[src/fpsc_pkg.sv]
// package: field layout, view addresses and rounding encodings of the fp control/status bank
package fpsc_pkg;

  // control-register move address width and view addresses
  localparam int unsigned          FPSC_ADDR_W          = 5;
  localparam logic [4:0]           FPSC_ADDR_CC_VIEW    = 5'h19;
  localparam logic [4:0]           FPSC_ADDR_EXC_VIEW   = 5'h1A;
  localparam logic [4:0]           FPSC_ADDR_CTL_STATUS = 5'h1F;

  // field widths
  localparam int unsigned          FPSC_DATA_W   = 32;
  localparam int unsigned          FPSC_CC_W     = 8;
  localparam int unsigned          FPSC_COND_W   = 5;
  localparam int unsigned          FPSC_CAUSE_W  = 6;

  // field positions in the main control/status register
  localparam int unsigned          FPSC_CS_CC_HI_MSB = 31;
  localparam int unsigned          FPSC_CS_CC_HI_LSB = 25;
  localparam int unsigned          FPSC_CS_FLUSH     = 24;
  localparam int unsigned          FPSC_CS_CC0       = 23;
  localparam int unsigned          FPSC_CAUSE_MSB    = 17;
  localparam int unsigned          FPSC_CAUSE_LSB    = 12;
  localparam int unsigned          FPSC_ENABLE_MSB   = 11;
  localparam int unsigned          FPSC_ENABLE_LSB   = 7;
  localparam int unsigned          FPSC_FLAG_MSB     = 6;
  localparam int unsigned          FPSC_FLAG_LSB     = 2;
  localparam int unsigned          FPSC_RM_MSB       = 1;
  localparam int unsigned          FPSC_RM_LSB       = 0;

  // condition bit order, inexact lowest
  localparam int unsigned          FPSC_BIT_INEXACT   = 0;
  localparam int unsigned          FPSC_BIT_UNDERFLOW = 1;
  localparam int unsigned          FPSC_BIT_OVERFLOW  = 2;
  localparam int unsigned          FPSC_BIT_DIVZERO   = 3;
  localparam int unsigned          FPSC_BIT_INVALID   = 4;
  localparam int unsigned          FPSC_BIT_UNIMPL    = 5;

  // reset values of the fields that have one
  localparam logic [7:0]           FPSC_CC_RST     = 8'h00;
  localparam logic [5:0]           FPSC_CAUSE_RST  = 6'h00;
  localparam logic [4:0]           FPSC_ENABLE_RST = 5'h00;
  localparam logic                 FPSC_FLUSH_RST  = 1'b0;

  typedef enum logic [1:0]
  {
    fpsc_round_nearest_even    = 2'h0,
    fpsc_round_toward_zero     = 2'h1,
    fpsc_round_toward_plus_inf = 2'h2,
    fpsc_round_toward_minus_inf = 2'h3
  } fpsc_rm_t;

  localparam fpsc_rm_t             FPSC_RM_RST = fpsc_round_nearest_even;

endpackage : fpsc_pkg

[src/fpsc_round_if.sv]
// interface: rounding request from the register bank to the rounding decider
`timescale 1ns/1ps
interface fpsc_round_if;
  import fpsc_pkg::*;
  fpsc_rm_t mode;
  logic     sign;
  logic     lsb;
  logic     guard;
  logic     sticky;
  logic     round_up;
  logic     inexact;

  modport decider
  (
    input  mode,
    input  sign,
    input  lsb,
    input  guard,
    input  sticky,
    output round_up,
    output inexact
  );

  modport owner
  (
    output mode,
    output sign,
    output lsb,
    output guard,
    output sticky,
    input  round_up,
    input  inexact
  );
endinterface : fpsc_round_if

[src/fpsc_round_decide.sv]
// module: magnitude-increment decision for the four rounding modes
`timescale 1ns/1ps
module fpsc_round_decide
(
  fpsc_round_if.decider rnd
);
  import fpsc_pkg::*;

  always_comb
  begin
    rnd.inexact = rnd.guard | rnd.sticky;
    case (rnd.mode)
      // ties go to the even candidate
      fpsc_round_nearest_even:     rnd.round_up = rnd.guard & (rnd.sticky | rnd.lsb);
      fpsc_round_toward_zero:      rnd.round_up = 1'b0;
      fpsc_round_toward_plus_inf:  rnd.round_up = rnd.inexact & ~rnd.sign;
      fpsc_round_toward_minus_inf: rnd.round_up = rnd.inexact & rnd.sign;
      default:                     rnd.round_up = 1'b0;
    endcase
  end

endmodule : fpsc_round_decide

[src/fpsc_status_control_regs.sv]
// module: fp control/status register bank with condition-code and exception views
//
// Function
// - raise exception when an enable bit and its cause bit are both set
// - unimplemented-operation cause has no enable and always raises exception
// - untrapped arithmetic condition sets its flag bits, others unchanged
// - arithmetic operation that raises an exception leaves flags untouched
// - hardware never clears flags, not even at reset; software clears them
// - rounding field selects rounding unless operation fixes its own mode
// - mode 0 rounds to nearest, ties to even
// - mode 1 rounds toward zero
// - mode 2 rounds toward plus infinity
// - mode 3 rounds toward minus infinity
// - all views share one storage; writes visible through every view
// - cause, enable, flag hold one bit per condition; cause adds unimplemented
// - condition-code view shows all eight codes in bits 7:0, read/write
// - reserved bits of both views read as zero
// - exception view holds cause at 17:12 and flags at 6:2
// - each arithmetic operation rewrites every cause bit
`timescale 1ns/1ps
module fpsc_status_control_regs
(
  input  wire logic                          ref_clk_i,
  input  wire logic                          reset_n_i,
  // control-register moves
  input  wire logic                          ctl_wr_i,
  input  wire logic                          ctl_rd_i,
  input  wire logic [fpsc_pkg::FPSC_ADDR_W-1:0] ctl_addr_i,
  input  wire logic [fpsc_pkg::FPSC_DATA_W-1:0] ctl_wdata_i,
  output logic      [fpsc_pkg::FPSC_DATA_W-1:0] ctl_rdata_o,
  output logic                               ctl_rvalid_o,
  // arithmetic completion
  input  wire logic                          op_done_i,
  input  wire logic [fpsc_pkg::FPSC_CAUSE_W-1:0] op_cond_i,
  // rounding request
  input  wire logic                          rnd_req_i,
  input  wire logic                          rnd_fixed_i,
  input  wire logic [1:0]                    rnd_fixed_mode_i,
  input  wire logic                          rnd_sign_i,
  input  wire logic                          rnd_lsb_i,
  input  wire logic                          rnd_guard_i,
  input  wire logic                          rnd_sticky_i,
  output logic                               rnd_incr_o,
  output logic                               rnd_inexact_o,
  output logic                               rnd_valid_o,
  // state seen by the datapath
  output logic [1:0]                         rounding_select_o,
  output logic                               flush_zero_o,
  output logic [fpsc_pkg::FPSC_CC_W-1:0]     fp_condition_codes_o,
  output logic                               fp_trap_o
);
  import fpsc_pkg::*;

  // ----------------------------------------
  // shared field storage
  // ----------------------------------------
  logic [FPSC_CC_W-1:0]    fp_condition_codes;
  logic                    flush_zero;
  logic [FPSC_CAUSE_W-1:0] cause;
  logic [FPSC_COND_W-1:0]  enables;
  logic [FPSC_COND_W-1:0]  flags;
  fpsc_rm_t                rounding_select;

  logic [FPSC_CC_W-1:0]    next_fp_condition_codes;
  logic                    next_flush_zero;
  logic [FPSC_CAUSE_W-1:0] next_cause;
  logic [FPSC_COND_W-1:0]  next_enables;
  logic [FPSC_COND_W-1:0]  next_flags;
  fpsc_rm_t                next_rounding_select;
  logic                    next_trap;
  logic                    op_traps;
  logic [FPSC_DATA_W-1:0]  read_view;
  logic                    flags_seen;

  wire logic wr_cs  = ctl_wr_i && (ctl_addr_i == FPSC_ADDR_CTL_STATUS);
  wire logic wr_cc  = ctl_wr_i && (ctl_addr_i == FPSC_ADDR_CC_VIEW);
  wire logic wr_exc = ctl_wr_i && (ctl_addr_i == FPSC_ADDR_EXC_VIEW);

  // ----------------------------------------
  // next field values: write first, arithmetic result on top
  // ----------------------------------------
  always_comb
  begin
    next_fp_condition_codes = fp_condition_codes;
    next_flush_zero         = flush_zero;
    next_cause              = cause;
    next_enables            = enables;
    next_flags              = flags;
    next_rounding_select    = rounding_select;
    if (wr_cs)
    begin
      next_fp_condition_codes = {ctl_wdata_i[FPSC_CS_CC_HI_MSB:FPSC_CS_CC_HI_LSB], ctl_wdata_i[FPSC_CS_CC0]};
      next_flush_zero         = ctl_wdata_i[FPSC_CS_FLUSH];
      next_cause              = ctl_wdata_i[FPSC_CAUSE_MSB:FPSC_CAUSE_LSB];
      next_enables            = ctl_wdata_i[FPSC_ENABLE_MSB:FPSC_ENABLE_LSB];
      next_flags              = ctl_wdata_i[FPSC_FLAG_MSB:FPSC_FLAG_LSB];
      next_rounding_select    = fpsc_rm_t'(ctl_wdata_i[FPSC_RM_MSB:FPSC_RM_LSB]);
    end
    if (wr_cc)
    begin
      next_fp_condition_codes = ctl_wdata_i[FPSC_CC_W-1:0];
    end
    if (wr_exc)
    begin
      next_cause = ctl_wdata_i[FPSC_CAUSE_MSB:FPSC_CAUSE_LSB];
      next_flags = ctl_wdata_i[FPSC_FLAG_MSB:FPSC_FLAG_LSB];
    end
    // trap test uses the enables in force for this operation
    op_traps = op_cond_i[FPSC_BIT_UNIMPL] | (|(op_cond_i[FPSC_COND_W-1:0] & next_enables));
    if (op_done_i)
    begin
      next_cause = op_cond_i;
      if (!op_traps)
      begin
        next_flags = next_flags | op_cond_i[FPSC_COND_W-1:0];
      end
      // a trapping operation leaves the flags alone
    end
    next_trap = next_cause[FPSC_BIT_UNIMPL]
              | (|(next_cause[FPSC_COND_W-1:0] & next_enables));
  end

  // ----------------------------------------
  // storage with reset
  // ----------------------------------------
  always_ff @(posedge ref_clk_i or negedge reset_n_i)
  begin
    if (!reset_n_i)
    begin
      fp_condition_codes <= FPSC_CC_RST;
      flush_zero         <= FPSC_FLUSH_RST;
      cause              <= FPSC_CAUSE_RST;
      enables            <= FPSC_ENABLE_RST;
      rounding_select    <= FPSC_RM_RST;
    end
    else
    begin
      fp_condition_codes <= next_fp_condition_codes;
      flush_zero         <= next_flush_zero;
      cause              <= next_cause;
      enables            <= next_enables;
      rounding_select    <= next_rounding_select;
    end
  end

  // flags keep their value through reset
  always_ff @(posedge ref_clk_i)
  begin
    flags <= next_flags;
    if (wr_cs || wr_exc)
      flags_seen <= 1'b1;
  end

  // ----------------------------------------
  // exception request
  // ----------------------------------------
  always_ff @(posedge ref_clk_i or negedge reset_n_i)
  begin
    if (!reset_n_i)
    begin
      fp_trap_o <= 1'b0;
    end
    else
    begin
      fp_trap_o <= next_trap;
    end
  end

  // ----------------------------------------
  // state outputs
  // ----------------------------------------
  always_ff @(posedge ref_clk_i or negedge reset_n_i)
  begin
    if (!reset_n_i)
    begin
      rounding_select_o    <= FPSC_RM_RST;
      flush_zero_o         <= FPSC_FLUSH_RST;
      fp_condition_codes_o <= FPSC_CC_RST;
    end
    else
    begin
      rounding_select_o    <= next_rounding_select;
      flush_zero_o         <= next_flush_zero;
      fp_condition_codes_o <= next_fp_condition_codes;
    end
  end

  // ----------------------------------------
  // read views
  // ----------------------------------------
  always_comb
  begin
    read_view = '0;
    case (ctl_addr_i)
      FPSC_ADDR_CTL_STATUS:
      begin
        read_view[FPSC_CS_CC_HI_MSB:FPSC_CS_CC_HI_LSB] = fp_condition_codes[FPSC_CC_W-1:1];
        read_view[FPSC_CS_FLUSH]                       = flush_zero;
        read_view[FPSC_CS_CC0]                         = fp_condition_codes[0];
        read_view[FPSC_CAUSE_MSB:FPSC_CAUSE_LSB]       = cause;
        read_view[FPSC_ENABLE_MSB:FPSC_ENABLE_LSB]     = enables;
        read_view[FPSC_FLAG_MSB:FPSC_FLAG_LSB]         = flags;
        read_view[FPSC_RM_MSB:FPSC_RM_LSB]             = rounding_select;
      end
      FPSC_ADDR_CC_VIEW:
      begin
        read_view[FPSC_CC_W-1:0] = fp_condition_codes;
      end
      FPSC_ADDR_EXC_VIEW:
      begin
        read_view[FPSC_CAUSE_MSB:FPSC_CAUSE_LSB] = cause;
        read_view[FPSC_FLAG_MSB:FPSC_FLAG_LSB]   = flags;
      end
      default: read_view = '0;
    endcase
  end

  always_ff @(posedge ref_clk_i or negedge reset_n_i)
  begin
    if (!reset_n_i)
    begin
      ctl_rdata_o  <= '0;
      ctl_rvalid_o <= 1'b0;
    end
    else
    begin
      ctl_rvalid_o <= ctl_rd_i;
      if (ctl_rd_i)
      begin
        ctl_rdata_o <= read_view;
      end
    end
  end

  // ----------------------------------------
  // rounding decision
  // ----------------------------------------
  fpsc_round_if rnd_bus ();

  assign rnd_bus.mode   = rnd_fixed_i ? fpsc_rm_t'(rnd_fixed_mode_i) : rounding_select;
  assign rnd_bus.sign   = rnd_sign_i;
  assign rnd_bus.lsb    = rnd_lsb_i;
  assign rnd_bus.guard  = rnd_guard_i;
  assign rnd_bus.sticky = rnd_sticky_i;

  fpsc_round_decide u_round_decide
  (
    .rnd (rnd_bus.decider)
  );

  always_ff @(posedge ref_clk_i or negedge reset_n_i)
  begin
    if (!reset_n_i)
    begin
      rnd_incr_o    <= 1'b0;
      rnd_inexact_o <= 1'b0;
      rnd_valid_o   <= 1'b0;
    end
    else
    begin
      rnd_valid_o   <= rnd_req_i;
      rnd_incr_o    <= rnd_req_i & rnd_bus.round_up;
      rnd_inexact_o <= rnd_req_i & rnd_bus.inexact;
    end
  end
endmodule : fpsc_status_control_regs

[config.mk]
export PLATFORM = sky130hd
export DESIGN_NAME = fpsc_status_control_regs
export DESIGN_NICKNAME = d
export VERILOG_FILES = /design/src/fpsc_pkg.sv /design/src/fpsc_round_if.sv /design/src/fpsc_round_decide.sv /design/src/fpsc_status_control_regs.sv
export SDC_FILE = /design/constraint.sdc
export NUM_CORES = 1
export LEC_CHECK = 0
export BUFFER_PORTS_ARGS = -buffer_cell sky130_fd_sc_hd__buf_4
export CAP_MARGIN = 20
export CORE_MARGIN = 2
export CORE_UTILIZATION = 31
export DETAILED_ROUTE_END_ITERATION = 8
export PLACE_DENSITY_LB_ADDON = 0.05
export SYNTH_ARGS = -nofsm -noshare
export SYNTH_HDL_FRONTEND = slang
export SYNTH_SLANG_ARGS = --single-unit
[constraint.sdc]
create_clock -name ref_clk_i -period 2.5 [get_ports ref_clk_i]
set_input_delay 0 -clock ref_clk_i [delete_from_list [all_inputs] [get_ports ref_clk_i]]
set_output_delay 0 -clock ref_clk_i [all_outputs]
set_load 0.02 [all_outputs]
; ---- Word level (Yosys, flattened, before mapping)
; Index checks and enable logic that the tools add are counted.
[classes]
bitwise = 13
n_eq_ne = 6
mux = 18
n_reduce_logical = 8
[op_table]
columns = op, count
row1 = $mux 5, 5
row2 = $mux 6, 4
row3 = $mux 8, 2
row4 = $eq 5x5->1 const B, 3
row5 = $and 5x5->5, 2
row6 = $pmux 5 s2, 1
row7 = $reduce_or 5->1, 2
row8 = $mux 9, 1
row9 = $and 1x1->1, 5
row10 = $or 5x5->5, 1
row11 = $eq 2x2->1 const B, 2
row12 = $mux 4, 1
row13 = $or 1x1->1, 4
row14 = $pmux 1 s4, 1
row15 = $pmux 2 s2, 1
row16 = $logic_and 1x1->1, 3
row17 = $eq 2x1->1 const B, 1
row18 = $logic_not 2->1, 1
row19 = $mux 2, 1
row20 = $pmux 1 s2, 1
row21 = $reduce_bool 2->1, 1
row22 = $reduce_or 2->1, 1
row23 = $not 1->1, 1
[totals]
wordCells = 57
input_bits = 56
output_inout_bits = 48
register_bits = 59

; ---- Logic depth before layout (Yosys ltp)
; Gate-level depths: netlist of run 1.
[depth]
word_depth = 8
depth_mapped = 6
ltp_nobuf = 6

; ---- Hierarchy
; A second synthesis of run 1 with hierarchy kept.
[unflattened]
cells_unflattened = 266
area_unflattened_um2 = 2673.8
[modules_own_cells]
columns = mod, area_each_um2, seq_area_each_um2, cells_each, instances
row1 = fpsc_status_control_regs, 2632.5, 1451.4, 260, 1
row2 = fpsc_round_decide, 41.3, 0.0, 6, 1

; ---- Least setup slack after synthesis of run 1
; No wires, ideal clock.
[synth_timing]
kind = reg-to-reg
startpoint = register, netlist name rounding_select_o[1]
endpoint = register rnd_incr_o
required_ps = 2375
synth_period_minus_slack_ps = 1328
stages_incl_launch_ff = 4
arrival_time_ps = 1202
slack_ps = 1172
setup_ps = 125
path_cell_list = dfrtp_1 > mux2_2 > and3_1 > a2111oi_0
[synth_lines]
columns = element, line
row1 = "end signal, assigned", fpsc_status_control_regs.sv:262  ; rnd_incr_o <= rnd_req_i & rnd_bus.round_up;
row2 = "end, declared", fpsc_status_control_regs.sv:43  ; output logic rnd_incr_o,

; ---- Worst setup path in the final report of run 1
[layout_timing]
startpoint = input ctl_addr_i[4] (netlist name)
endpoint = register flags[2]
[layout_between]
elab_chain_len = 8
[layout_rtl]
columns = element, line
row1 = "start, declared", fpsc_status_control_regs.sv:28  ; input wire logic [fpsc_pkg::FPSC_ADDR_W-1:0] ctl_addr_i,
row2 = $eq 5x5->1, fpsc_status_control_regs.sv:75  ; wire logic wr_cs = ctl_wr_i && (ctl_addr_i == FPSC_ADDR_CTL_STATUS);
row3 = $logic_and 1x1->1, fpsc_status_control_regs.sv:75
row4 = $mux 5, fpsc_status_control_regs.sv:90  ; if (wr_cs)
row5 = $and 5x5->5, fpsc_status_control_regs.sv:109  ; op_traps = op_cond_i[FPSC_BIT_UNIMPL] | (|(op_cond_i[FPSC_COND_W-1:0] & next_enables));
row6 = $reduce_or 5->1, fpsc_status_control_regs.sv:109
row7 = $or 1x1->1, fpsc_status_control_regs.sv:109
row8 = $mux 5, fpsc_status_control_regs.sv:113  ; if (!op_traps)
row9 = $mux 5 (*), fpsc_status_control_regs.sv:110  ; if (op_done_i)
row10 = named net next_flags[2], fpsc_status_control_regs.sv:68  ; logic [FPSC_COND_W-1:0] next_flags;
row11 = "end signal, assigned", fpsc_status_control_regs.sv:149  ; flags <= next_flags;
row12 = "end, declared", fpsc_status_control_regs.sv:61  ; logic [FPSC_COND_W-1:0] flags;
; The timed path passes the listed nets; every way through them passes the cells marked *.
; A chain may end at the register's enable or synchronous reset.

==> results of run 1 <==
==> synth_stat cells (2+ instances only) <==
master | n | area (µm²)
mux2i_1 | 15 | 150
mux2_2 | 4 | 45.0
dfrtp_1 | 54 | 1350
nand3_1 | 7 | 35.0
a21oi_1 | 10 | 50.1
nand2_1 | 23 | 86.3
dfxtp_1 | 5 | 100
buf_2 | 4 | 20.0
and3_1 | 2 | 12.5
buf_4 | 5 | 37.5
a21o_1 | 3 | 22.5
inv_1 | 35 | 131
a31oi_1 | 6 | 37.5
clkbuf_1 | 6 | 22.5
a22oi_1 | 14 | 105
o31ai_1 | 5 | 37.5
o21ai_0 | 36 | 180
nor2_1 | 13 | 48.8
o21ai_1 | 2 | 10.0
==> sequential cells by signal (all words and copies together), names as in the netlist <==
register              count
flags                     5
fp_condition_codes_o      8
fp_trap_o                 1
ctl_rvalid_o              1
rnd_valid_o               1
rounding_select_o         2
cause                     6
rnd_inexact_o             1
rnd_incr_o                1
enables                   5
flush_zero_o              1
ctl_rdata_o              27
==> cells by family after synthesis <==
logic type	synth area share [%]
AO/OA/AOI/OAI	18.4
flip-flops	55.3
buffers and inverters	8.49
other	0.143
AND/OR/NAND/NOR	8.92
multiplexers	8.01
XOR/XNOR	0.668
==> metal layers <==
| metal | vias to the layer above | part of all wire [%] | GRT usage, % |
|---|---|---|---|
| li1 | 1161 | - | - |
| met1 | 1066 | 48 | 24.1 |
| met2 | 72 | 45 | 25.4 |
| met3 | 9 | 5.5 | 4.54 |
| met4 | 0 | 1.4 | 6.67 |
| met5 | - | 0 | 0 |
==> worst min-delay path by stage <==
stage	to	slack, ps
3_5_place_dp	ctl_rdata_o[16]	100
4_1_cts	cause[2]	20
3_3_place_gp	ctl_rdata_o[16]	110
5_1_grt	cause[1]	30
6_report	cause[0]	30
2_1_floorplan	cause[0]	-300
==> metrics by stage <==
step / power (µW) / util, %
detailed placement: 1640 / 41.6
global route: 2810 / 48.5
finish: 2670 / 48.5
CTS: 2700 / 48.5
floorplan: 1390 / -
global placement: 1640 / 41.6
==> layout make-up <==
class / count / area [µm²] / share of cell area (%)
clock buffer: 12 / 155 / 3.89
clock inverter: 4 / 72.6 / 1.82
inverter: 35 / 131 / 3.29
multi-input combinational: 159 / 963 / 24.2
sequential: 59 / 1450 / 36.4
tap: 105 / 131 / 3.29
timing repair buffer: 133 / 1080 / 27.2
==> where the power goes <==
group / internal [µW] / switching, µW
Combinational: 266 / 273
Sequential: 1060 / 80.9
Clock: 615 / 379
Total: 1940 / 733
==> repair_timing <==
item / 4_1_cts / 5_1_grt
endpoints found under the hold margin: 84 / 0
setup endpoints to repair: 0 / 0
hold buffers: 34 / 0
resized for setup: 0 / 0
==> worst register-to-register path: stages, from the launching register on <==
cell and delay (ps):
dfrtp_1 380, mux2_4 300, a211o_1 380, o31ai_1 230, dlygate4sd3_1 570
==> results.py, run 1 <==
metrics = {
    "final_layout": {
        "insertedDiodeCount": 0,
        "fillCellCount": 814,
        "fin_area_mm2": 0.00399,
        "layout_commonest_cell": "buf_4",
        "syn2layout_area_growth_pct": 52.1,
        "fin_nets": 453,
        "fin_cells": 507,
        "drive_above_1_share_pct": 30.6,
        "layout_common_cells": "buf_4 (99), dfrtp_1 (54), o21ai_0 (36), inv_1 (35), dlygate4sd3_1 (34)",
    },
    "die": {
        "io_pins": 104,
        "initial_core_util_pct": 31.9,
        "die_area_mm2": 0.00921,
        "core-area_mm2": 0.00822,
        "die_h_um": 96.0,
        "num_rows": 33,
        "fp.dieW_um": 96.0,
    },
    "hold_path": {
        "hold_depth": 3,
        "min_path_type": "input port to flip-flop",
        "worst_hold_startpoint": "ctl_wdata_i[12]",
    },
    "global_route": {
        "grt_max_degree": 55,
        "grt_pass1_vias": 2323,
        "track_usage_pct": 17.2,
        "antenna_found_initial": 0,
        "overflow": 0,
        "grt_pass1_wl_um": 11800,
    },
    "routing": {
        "ant_nets": 0,
        "vias": 2308,
        "viasPerCell": 4.55,
        "drt_iter0_markers": 81,
        "firstDrtPassIters": 4,
        "wl_per_cell_um": 14.9,
        "drcViolationCount": 0,
        "drt-total-wl_um": 7580,
    },
    "place": {
        "post-place-ws_ps": 748,
        "port-buffer-count": 93,
        "gp_congestion": 0.857,
        "dpl_cell_area_mm2": 0.00342,
        "dp_hpwl_um": 5370,
        "numPlacedInstances": 457,
    },
    "logic_synthesis": {
        "ys_async_sr_fraction_pct": 91.5,
        "synth.avg_cell_area_um2": 9.90,
        "synthFlopType": "dfrtp_1",
        "ys_seq_elements": 59,
        "syn_area_mm2": 0.00262,
        "postSynthCellCount": 265,
        "yosys_warnings": 0,
        "synth_edf_count": 0,
        "synth_cell_types": 35,
        "ys_seq_area_share_pct": 55.3,
    },
    "worst_setup_path": {
        "r2r-end": "flags[2]",
        "rr_worst_depth": 4,
        "reg2reg_from": "enables[2]",
        "crit_end": "flags[2]",
        "crit_fanout": 11,
        "required_ps": 2780,
        "worst_path_max_delay_cell": "dlygate4sd3_1",
        "cp_common_cell": "buf_4",
        "startpoint_type": "input port",
        "critical_path_cell_count": 8,
        "setup.worst_path.end_class": "flip-flop",
        "cpPeakStageDelay_ps": 570,
        "critical_path.top_delay_family": "buffers and inverters",
        "path_class": "input port to flip-flop",
        "cp.arrival_ps": 2240,
        "crit_buf_inv": 3,
        "startpoint": "ctl_addr_i[4]",
        "worst-r2r-setup-slack_ps": 590,
        "path_cells": "buf_4, nand4_2, nor2_2, buf_4, mux2i_1, o2111ai_2, o31ai_1, dlygate4sd3_1",
    },
    "sta": {
        "slew_headroom_pct": 53.6,
        "finalCriticalPeriod_ps": 1960,
        "setup-violations-final": 0,
        "timing.fmax_ghz": 0.509,
        "fin_tns_setup_ps": 0,
        "hold_slack_ps": 32.9,
        "hold_viol": 0,
        "skew_ps": 10.7,
        "post-route-period-util_pct": 78.6,
        "timing.final.ws_setup_ps": 536,
        "rsz0062_at_grt": "false",
        "tightest_slew_ps": 697,
        "slew_viol_final": 0,
    },
    "run_status": {
        "outcome": "finished clean",
    },
    "pwr": {
        "cellLeakagePower_uw": 0.00184,
        "peakVddDrop_mv": 0.257,
        "power_density_mw_per_mm2": 669,
    },
    "clock_network": {
        "cts_sinks": 59,
        "clock_latency_ps": 340,
        "tritoncts": "built",
        "postCtsSetupRepairBufs": 0,
        "cts-root-buf": "clkbuf_8",
        "tritoncts.num_buffers": 9,
        "clk_pin_slew_ps": 70,
        "cts_buffer_depth": 2,
        "htreeDepth": 3,
    },
    "run": {
        "maxCapViolCount": 0,
    },
}
(Power assumes the default switching activity.)
==> run 2: changes to the inputs <==
- ABC_AREA: unset -> 1
- clock period: 2.5 -> 1.85 ns (I/O delays scaled with it)
==> run 2 against run 1 <==
  * Area after synthesis up 9.5%
  * Setup slack worse by 390 ps
  * Combinational power is 76% higher
  * Synthesized cell count increased by 25%
  * Clock power rose by 25%
  * First-iteration DRC count down 7.4%
  * Design area increased by 5.3%
  * Power up 41%
  * Highest routed layer unchanged
==> results.py, run 2 <==
metrics = {
    "worst_setup_path": {
        "worst_path_max_delay_cell": "dlygate4sd3_1",
        "crit_buf_inv": 4,
        "critical_path.top_delay_family": "buffers and inverters",
        "path_class": "input port to flip-flop",
        "startpoint_type": "input port",
        "worst-r2r-setup-slack_ps": 510,
        "reg2reg_from": "cause[4]",
        "setup.worst_path.end_class": "flip-flop",
        "r2r-end": "cause[4]",
        "crit_fanout": 2,
        "required_ps": 2060,
        "path_cells": "dlygate4sd3_1, buf_4, nand2_1, dlygate4sd3_1, o21ai_0, dlygate4sd3_1",
        "cpPeakStageDelay_ps": 560,
        "cp.arrival_ps": 1910,
        "rr_worst_depth": 5,
        "cp_common_cell": "dlygate4sd3_1",
    },
    "sta": {
        "slew_headroom_pct": 51.4,
        "post-route-period-util_pct": 91.9,
        "rsz0062_at_grt": "false",
        "finalCriticalPeriod_ps": 1700,
        "slew_viol_final": 0,
        "timing.fmax_ghz": 0.588,
        "fin_tns_setup_ps": 0,
        "tightest_slew_ps": 730,
        "hold_viol": 0,
        "skew_ps": 11.5,
        "setup-violations-final": 0,
        "timing.final.ws_setup_ps": 151,
    },
    "routing": {
        "firstDrtPassIters": 4,
        "drt_iter0_markers": 75,
        "ant_nets": 0,
        "drcViolationCount": 0,
        "wl_per_cell_um": 14.0,
        "drt-total-wl_um": 8100,
        "vias": 2595,
        "viasPerCell": 4.49,
    },
    "logic_synthesis": {
        "synthFlopType": "dfrtp_1",
        "yosys_warnings": 0,
        "ys_async_sr_fraction_pct": 91.5,
        "synth_edf_count": 0,
        "ys_seq_area_share_pct": 50.5,
        "yosys-top-cells-count": "nand2_1 (103), dfrtp_1 (54), inv_1 (30)",
        "synth.avg_cell_area_um2": 8.68,
        "postSynthCellCount": 331,
        "synthTopCellsByArea": "dfrtp_1 (47%), nand2_1 (13%), o21ai_0 (4.2%)",
        "yosysMostFrequentCell": "nand2_1",
        "synth_top_area_cell": "dfrtp_1",
        "synth_cell_types": 35,
        "synth_top_area_share_pct": 47.1,
        "ys_seq_elements": 59,
        "syn_area_mm2": 0.00287,
    },
    "clock_network": {
        "htreeDepth": 3,
        "tritoncts": "built",
        "cts_sinks": 59,
        "clk_pin_slew_ps": 70,
        "cts_resized": 0,
        "cts_buffer_depth": 2,
        "clock_latency_ps": 330,
        "cts-root-buf": "clkbuf_8",
        "tritoncts.num_buffers": 9,
    },
    "pwr": {
        "power_density_mw_per_mm2": 893,
        "peakVddDrop_mv": 0.277,
        "cellLeakagePower_uw": 0.00214,
    },
    "final_layout": {
        "fin_nets": 518,
        "layout_common_cells": "nand2_1 (103), buf_4 (96), dfrtp_1 (54), dlygate4sd3_1 (36), inv_1 (30)",
        "fin_area_mm2": 0.00420,
        "top_register": "ctl_rdata_o",
        "insertedDiodeCount": 0,
        "fin_cells": 578,
        "drive_above_1_share_pct": 30.6,
        "layout_commonest_cell": "nand2_1",
        "syn2layout_area_growth_pct": 46.3,
        "reg_top3": "ctl_rdata_o x27, fp_condition_codes_o x8, cause x6",
        "largest_reg_flops": 27,
    },
    "global_route": {
        "grt_max_degree": 55,
        "grt_pass1_vias": 2625,
        "track_usage_pct": 16.8,
        "grt_pass1_wl_um": 12900,
        "antenna_found_initial": 0,
        "grtUsageMet2_pct": 26.5,
        "grtUsageMet1_pct": 22.1,
        "overflow": 0,
        "use_met3_pct": 2.99,
        "grt.busiest_layer": "met2",
    },
    "place": {
        "numPlacedInstances": 526,
        "dpl_cell_area_mm2": 0.00363,
        "dp_hpwl_um": 5620,
        "port-buffer-count": 93,
        "post-place-ws_ps": 332,
        "gp_congestion": 0.866,
    },
    "hold_path": {
        "hold_depth": 4,
        "worst_hold_startpoint": "ctl_wdata_i[5]",
        "worstHoldEndpoint": "flags[3]",
        "min_path_type": "input port to flip-flop",
    },
    "run_status": {
        "outcome": "finished clean",
    },
    "run": {
        "maxCapViolCount": 0,
    },
    "die": {
        "initial_core_util_pct": 31.5,
        "fp.dieW_um": 100,
        "io_pins": 104,
        "num_rows": 35,
        "die_area_mm2": 0.0100,
        "die_h_um": 100,
        "core-area_mm2": 0.00911,
    },
}
## run 2: cell count changes after synthesis, moves of 8 or more
| cell | delta |
|---|---|
| nand3_1 | +12 |
| a21oi_1 | -8 |
| mux2i_1 | -15 |
| nand2_1 | +80 |
| a22oi_1 | -14 |
| o21ai_0 | -12 |
## run 2: what timing repair did
| action | in CTS | in global routing |
|---|---|---|
| hold buffers | 36 | 0 |
| setup endpoints to repair | 0 | 0 |
| setup buffers | 0 | 0 |
| hold endpoints to repair | 79 | 0 |
## run 2: per-stage QoR
step / util, % / power [µW] / hold WS (ps)
final: 46.1 / 3750 / 14.7
after global routing: 46.1 / 3980 / 17.7
after detailed placement: 39.8 / 2440 / 117
after global placement: 39.8 / 2430 / 112
after CTS: 46.1 / 3810 / 2.39
after floorplan: - / 2080 / -296
## run 2: routing by layer
layer / vias up / routed length, µm
met5: - / 0
met4: 0 / 158
met3: 12 / 333
met2: 63 / 3780
met1: 1198 / 3830
li1: 1322 / -
## run 2: power by group
group | total, µW | switching, µW | internal, µW
registers | 1560 | 101 | 1460
logic | 951 | 488 | 463
clock network | 1240 | 510 | 728
total | 3750 | 1100 | 2650
## run 2: area by class of cell
class	count	area [µm²]
fillers	921	4910
flip-flops and latches	59	1450
multi-input cells	222	1170
repair buffers	132	1080
clock buffers	12	165
inverters	38	143
well taps	111	139
clock inverters	4	47.5
## run 2: tightest hold or removal path, cell delays in order
cell and delay, ps:
buf_4 90, mux2_4 130, clkinv_1 50, nand2_1 50
## run 2: worst max-delay path by stage
| stage | from | end | slack, ps | cells past startpoint |
|---|---|---|---|---|
| floorplan | rounding_select_o[1] | rnd_incr_o | 670 | 4 |
| global placement | ctl_addr_i[3] | fp_trap_o | 340 | 13 |
| detailed placement | ctl_addr_i[3] | fp_trap_o | 330 | 13 |
| CTS | op_cond_i[1] | cause[1] | 200 | 6 |
| global route | op_cond_i[1] | cause[1] | 100 | 6 |
| finish | op_cond_i[1] | cause[1] | 150 | 6 |
## run 2: cell families after synthesis
group           Yosys count  share of synthesized area [%]
flops                    59                           50.5
xor+xnor                  1                          0.305
buf+inv                  54                           9.11
other cells               1                          0.131
simple gates            159                           25.8
mux                       5                           2.61
compound gates           52                           11.5
==> run 3: changes to the inputs <==
- BUFFER_PORTS_ARGS: -buffer_cell sky130_fd_sc_hd__buf_4 -> -buffer_cell sky130_fd_sc_hd__buf_2
- CORE_MARGIN: 2 -> 10
==> run 3 against run 2 <==
  * Flip-flop and latch count unchanged
  * Die area up 34%
  * Non-clock buffer count down 3
  * Register-to-register slack better by 90 ps
  * Design area fell by 5.0%
  * Routed wire length grew 7.7%
  * Via count down 0.50%
  * Critical path type unchanged
  * Highest routed layer unchanged
==> results.py, run 3 (synthesis results as in run 2) <==
metrics = {
    "run_status": {
        "outcome": "finished clean",
    },
    "global_route": {
        "grt_pass1_wl_um": 14100,
        "overflow": 0,
        "grt_max_degree": 28,
        "grt_pass1_vias": 2740,
        "grtUsageMet2_pct": 21.4,
        "grtUsageMet1_pct": 16.9,
        "antenna_found_initial": 0,
        "grt.busiest_layer": "met2",
        "use_met3_pct": 3.39,
        "track_usage_pct": 13.4,
    },
    "hold_path": {
        "worst_hold_startpoint": "ctl_wdata_i[6]",
        "worstHoldEndpoint": "flags[4]",
        "hold_depth": 4,
        "min_path_type": "input port to flip-flop",
    },
    "worst_setup_path": {
        "worst-r2r-setup-slack_ps": 600,
        "rr_worst_depth": 3,
        "reg2reg_from": "fp_condition_codes_o[3]",
        "r2r-end": "fp_condition_codes_o[3]",
        "startpoint_type": "input port",
        "crit_fanout": 16,
        "required_ps": 2120,
        "startpoint": "ctl_addr_i[3]",
        "setup.worst_path.end_class": "flip-flop",
        "cp.arrival_ps": 1850,
        "path_class": "input port to flip-flop",
    },
    "place": {
        "port-buffer-count": 93,
        "dp_hpwl_um": 6480,
        "numPlacedInstances": 530,
        "gp_congestion": 0.809,
    },
    "pwr": {
        "peakVddDrop_mv": 0.401,
        "power_density_mw_per_mm2": 1020,
        "cellLeakagePower_uw": 0.00210,
    },
    "die": {
        "fp.dieW_um": 116,
        "io_pins": 104,
        "die_area_mm2": 0.0135,
        "core-area_mm2": 0.00911,
        "die_h_um": 116,
        "initial_core_util_pct": 31.5,
        "num_rows": 35,
    },
    "clock_network": {
        "cts_resized": 0,
        "postCtsSetupRepairBufs": 0,
        "cts_sinks": 59,
        "clk_pin_slew_ps": 70,
        "tritoncts.num_buffers": 9,
        "tritoncts": "built",
        "htreeDepth": 3,
        "cts_buffer_depth": 2,
        "clock_latency_ps": 340,
        "cts-root-buf": "clkbuf_8",
    },
    "final_layout": {
        "top_register": "ctl_rdata_o",
        "largest_reg_flops": 27,
        "drive_above_1_share_pct": 31.5,
        "fin_cells": 575,
        "reg_top3": "ctl_rdata_o x27, fp_condition_codes_o x8, cause x6",
        "syn2layout_area_growth_pct": 39.0,
        "layout_common_cells": "nand2_1 (103), buf_2 (93), dfrtp_1 (54), inv_1 (30), dlygate4sd3_1 (29)",
        "fin_nets": 515,
        "insertedDiodeCount": 0,
        "layout_commonest_cell": "nand2_1",
    },
    "sta": {
        "finalCriticalPeriod_ps": 1580,
        "slew_viol_final": 0,
        "skew_ps": 10.4,
        "rsz0062_at_grt": "false",
        "fin_tns_setup_ps": 0,
        "hold_viol": 0,
        "post-route-period-util_pct": 85.3,
        "timing.fmax_ghz": 0.634,
        "setup-violations-final": 0,
    },
    "routing": {
        "drt_iter0_markers": 89,
        "viasPerCell": 4.49,
        "drcViolationCount": 0,
        "vias": 2582,
        "wl_per_cell_um": 15.2,
        "ant_nets": 0,
        "drt-total-wl_um": 8720,
        "firstDrtPassIters": 6,
    },
    "run": {
        "maxCapViolCount": 0,
    },
}
==> run 3: how the worst max path moves through the flow <==
stage	endpoint	slack, ps	cells after the start
5_1_grt	fp_condition_codes_o[7]	80	8
2_1_floorplan	rnd_incr_o	670	4
3_3_place_gp	flags[3]	330	12
3_5_place_dp	flags[2]	300	12
6_report	fp_condition_codes_o[3]	270	8
4_1_cts	fp_condition_codes_o[2]	280	7
==> run 3: what timing repair did <==
action,4_1_cts,5_1_grt
endpoints found under the setup margin,0,0
endpoints found under the hold margin,55,0
hold buffers,29,0
==> run 3: where the power goes <==
group          internal (µW)  total, µW  switching (µW)  leakage [µW]
clock                   1110       1630             519      0.000137
combinational            379        865             486       0.00123
sequential              1460       1560            99.8      0.000729
total                   2950       4050            1110       0.00210
==> run 3: layout make-up <==
class	instances	area, µm²
fill	945	5120
sequential	59	1450
multi-input combinational	222	1170
timing repair buffer	129	808
clock buffer	12	155
inverter	38	143
tap	111	139
clock inverter	4	120
==> run 3: through the flow <==
stage	worst slack [ps]	hold WS, ps	area, µm²	util, %	power (µW)
floorplan	674	-296	2890	-	2080
global placement	329	-54.2	3420	37.6	2370
global route	82.4	21.8	3990	43.8	4270
CTS	280	1.66	3990	43.8	4110
detailed placement	300	-56.2	3420	37.6	2370
finish	272	24.3	3990	43.8	4050
==> run 3: critical path: stages <==
cell,delay [ps]
buf_2,90
inv_1,30
nor2_1,160
nand3_2,300
a21oi_4,480
nor2_1,70
a31oi_1,140
dlygate4sd3_1,560
==> run 3: metal layers <==
layer	vias to the layer above	share of wire [%]
li1	1310	-
met1	1196	46
met2	65	47
met3	11	5.4
met4	0	1.4
met5	-	0
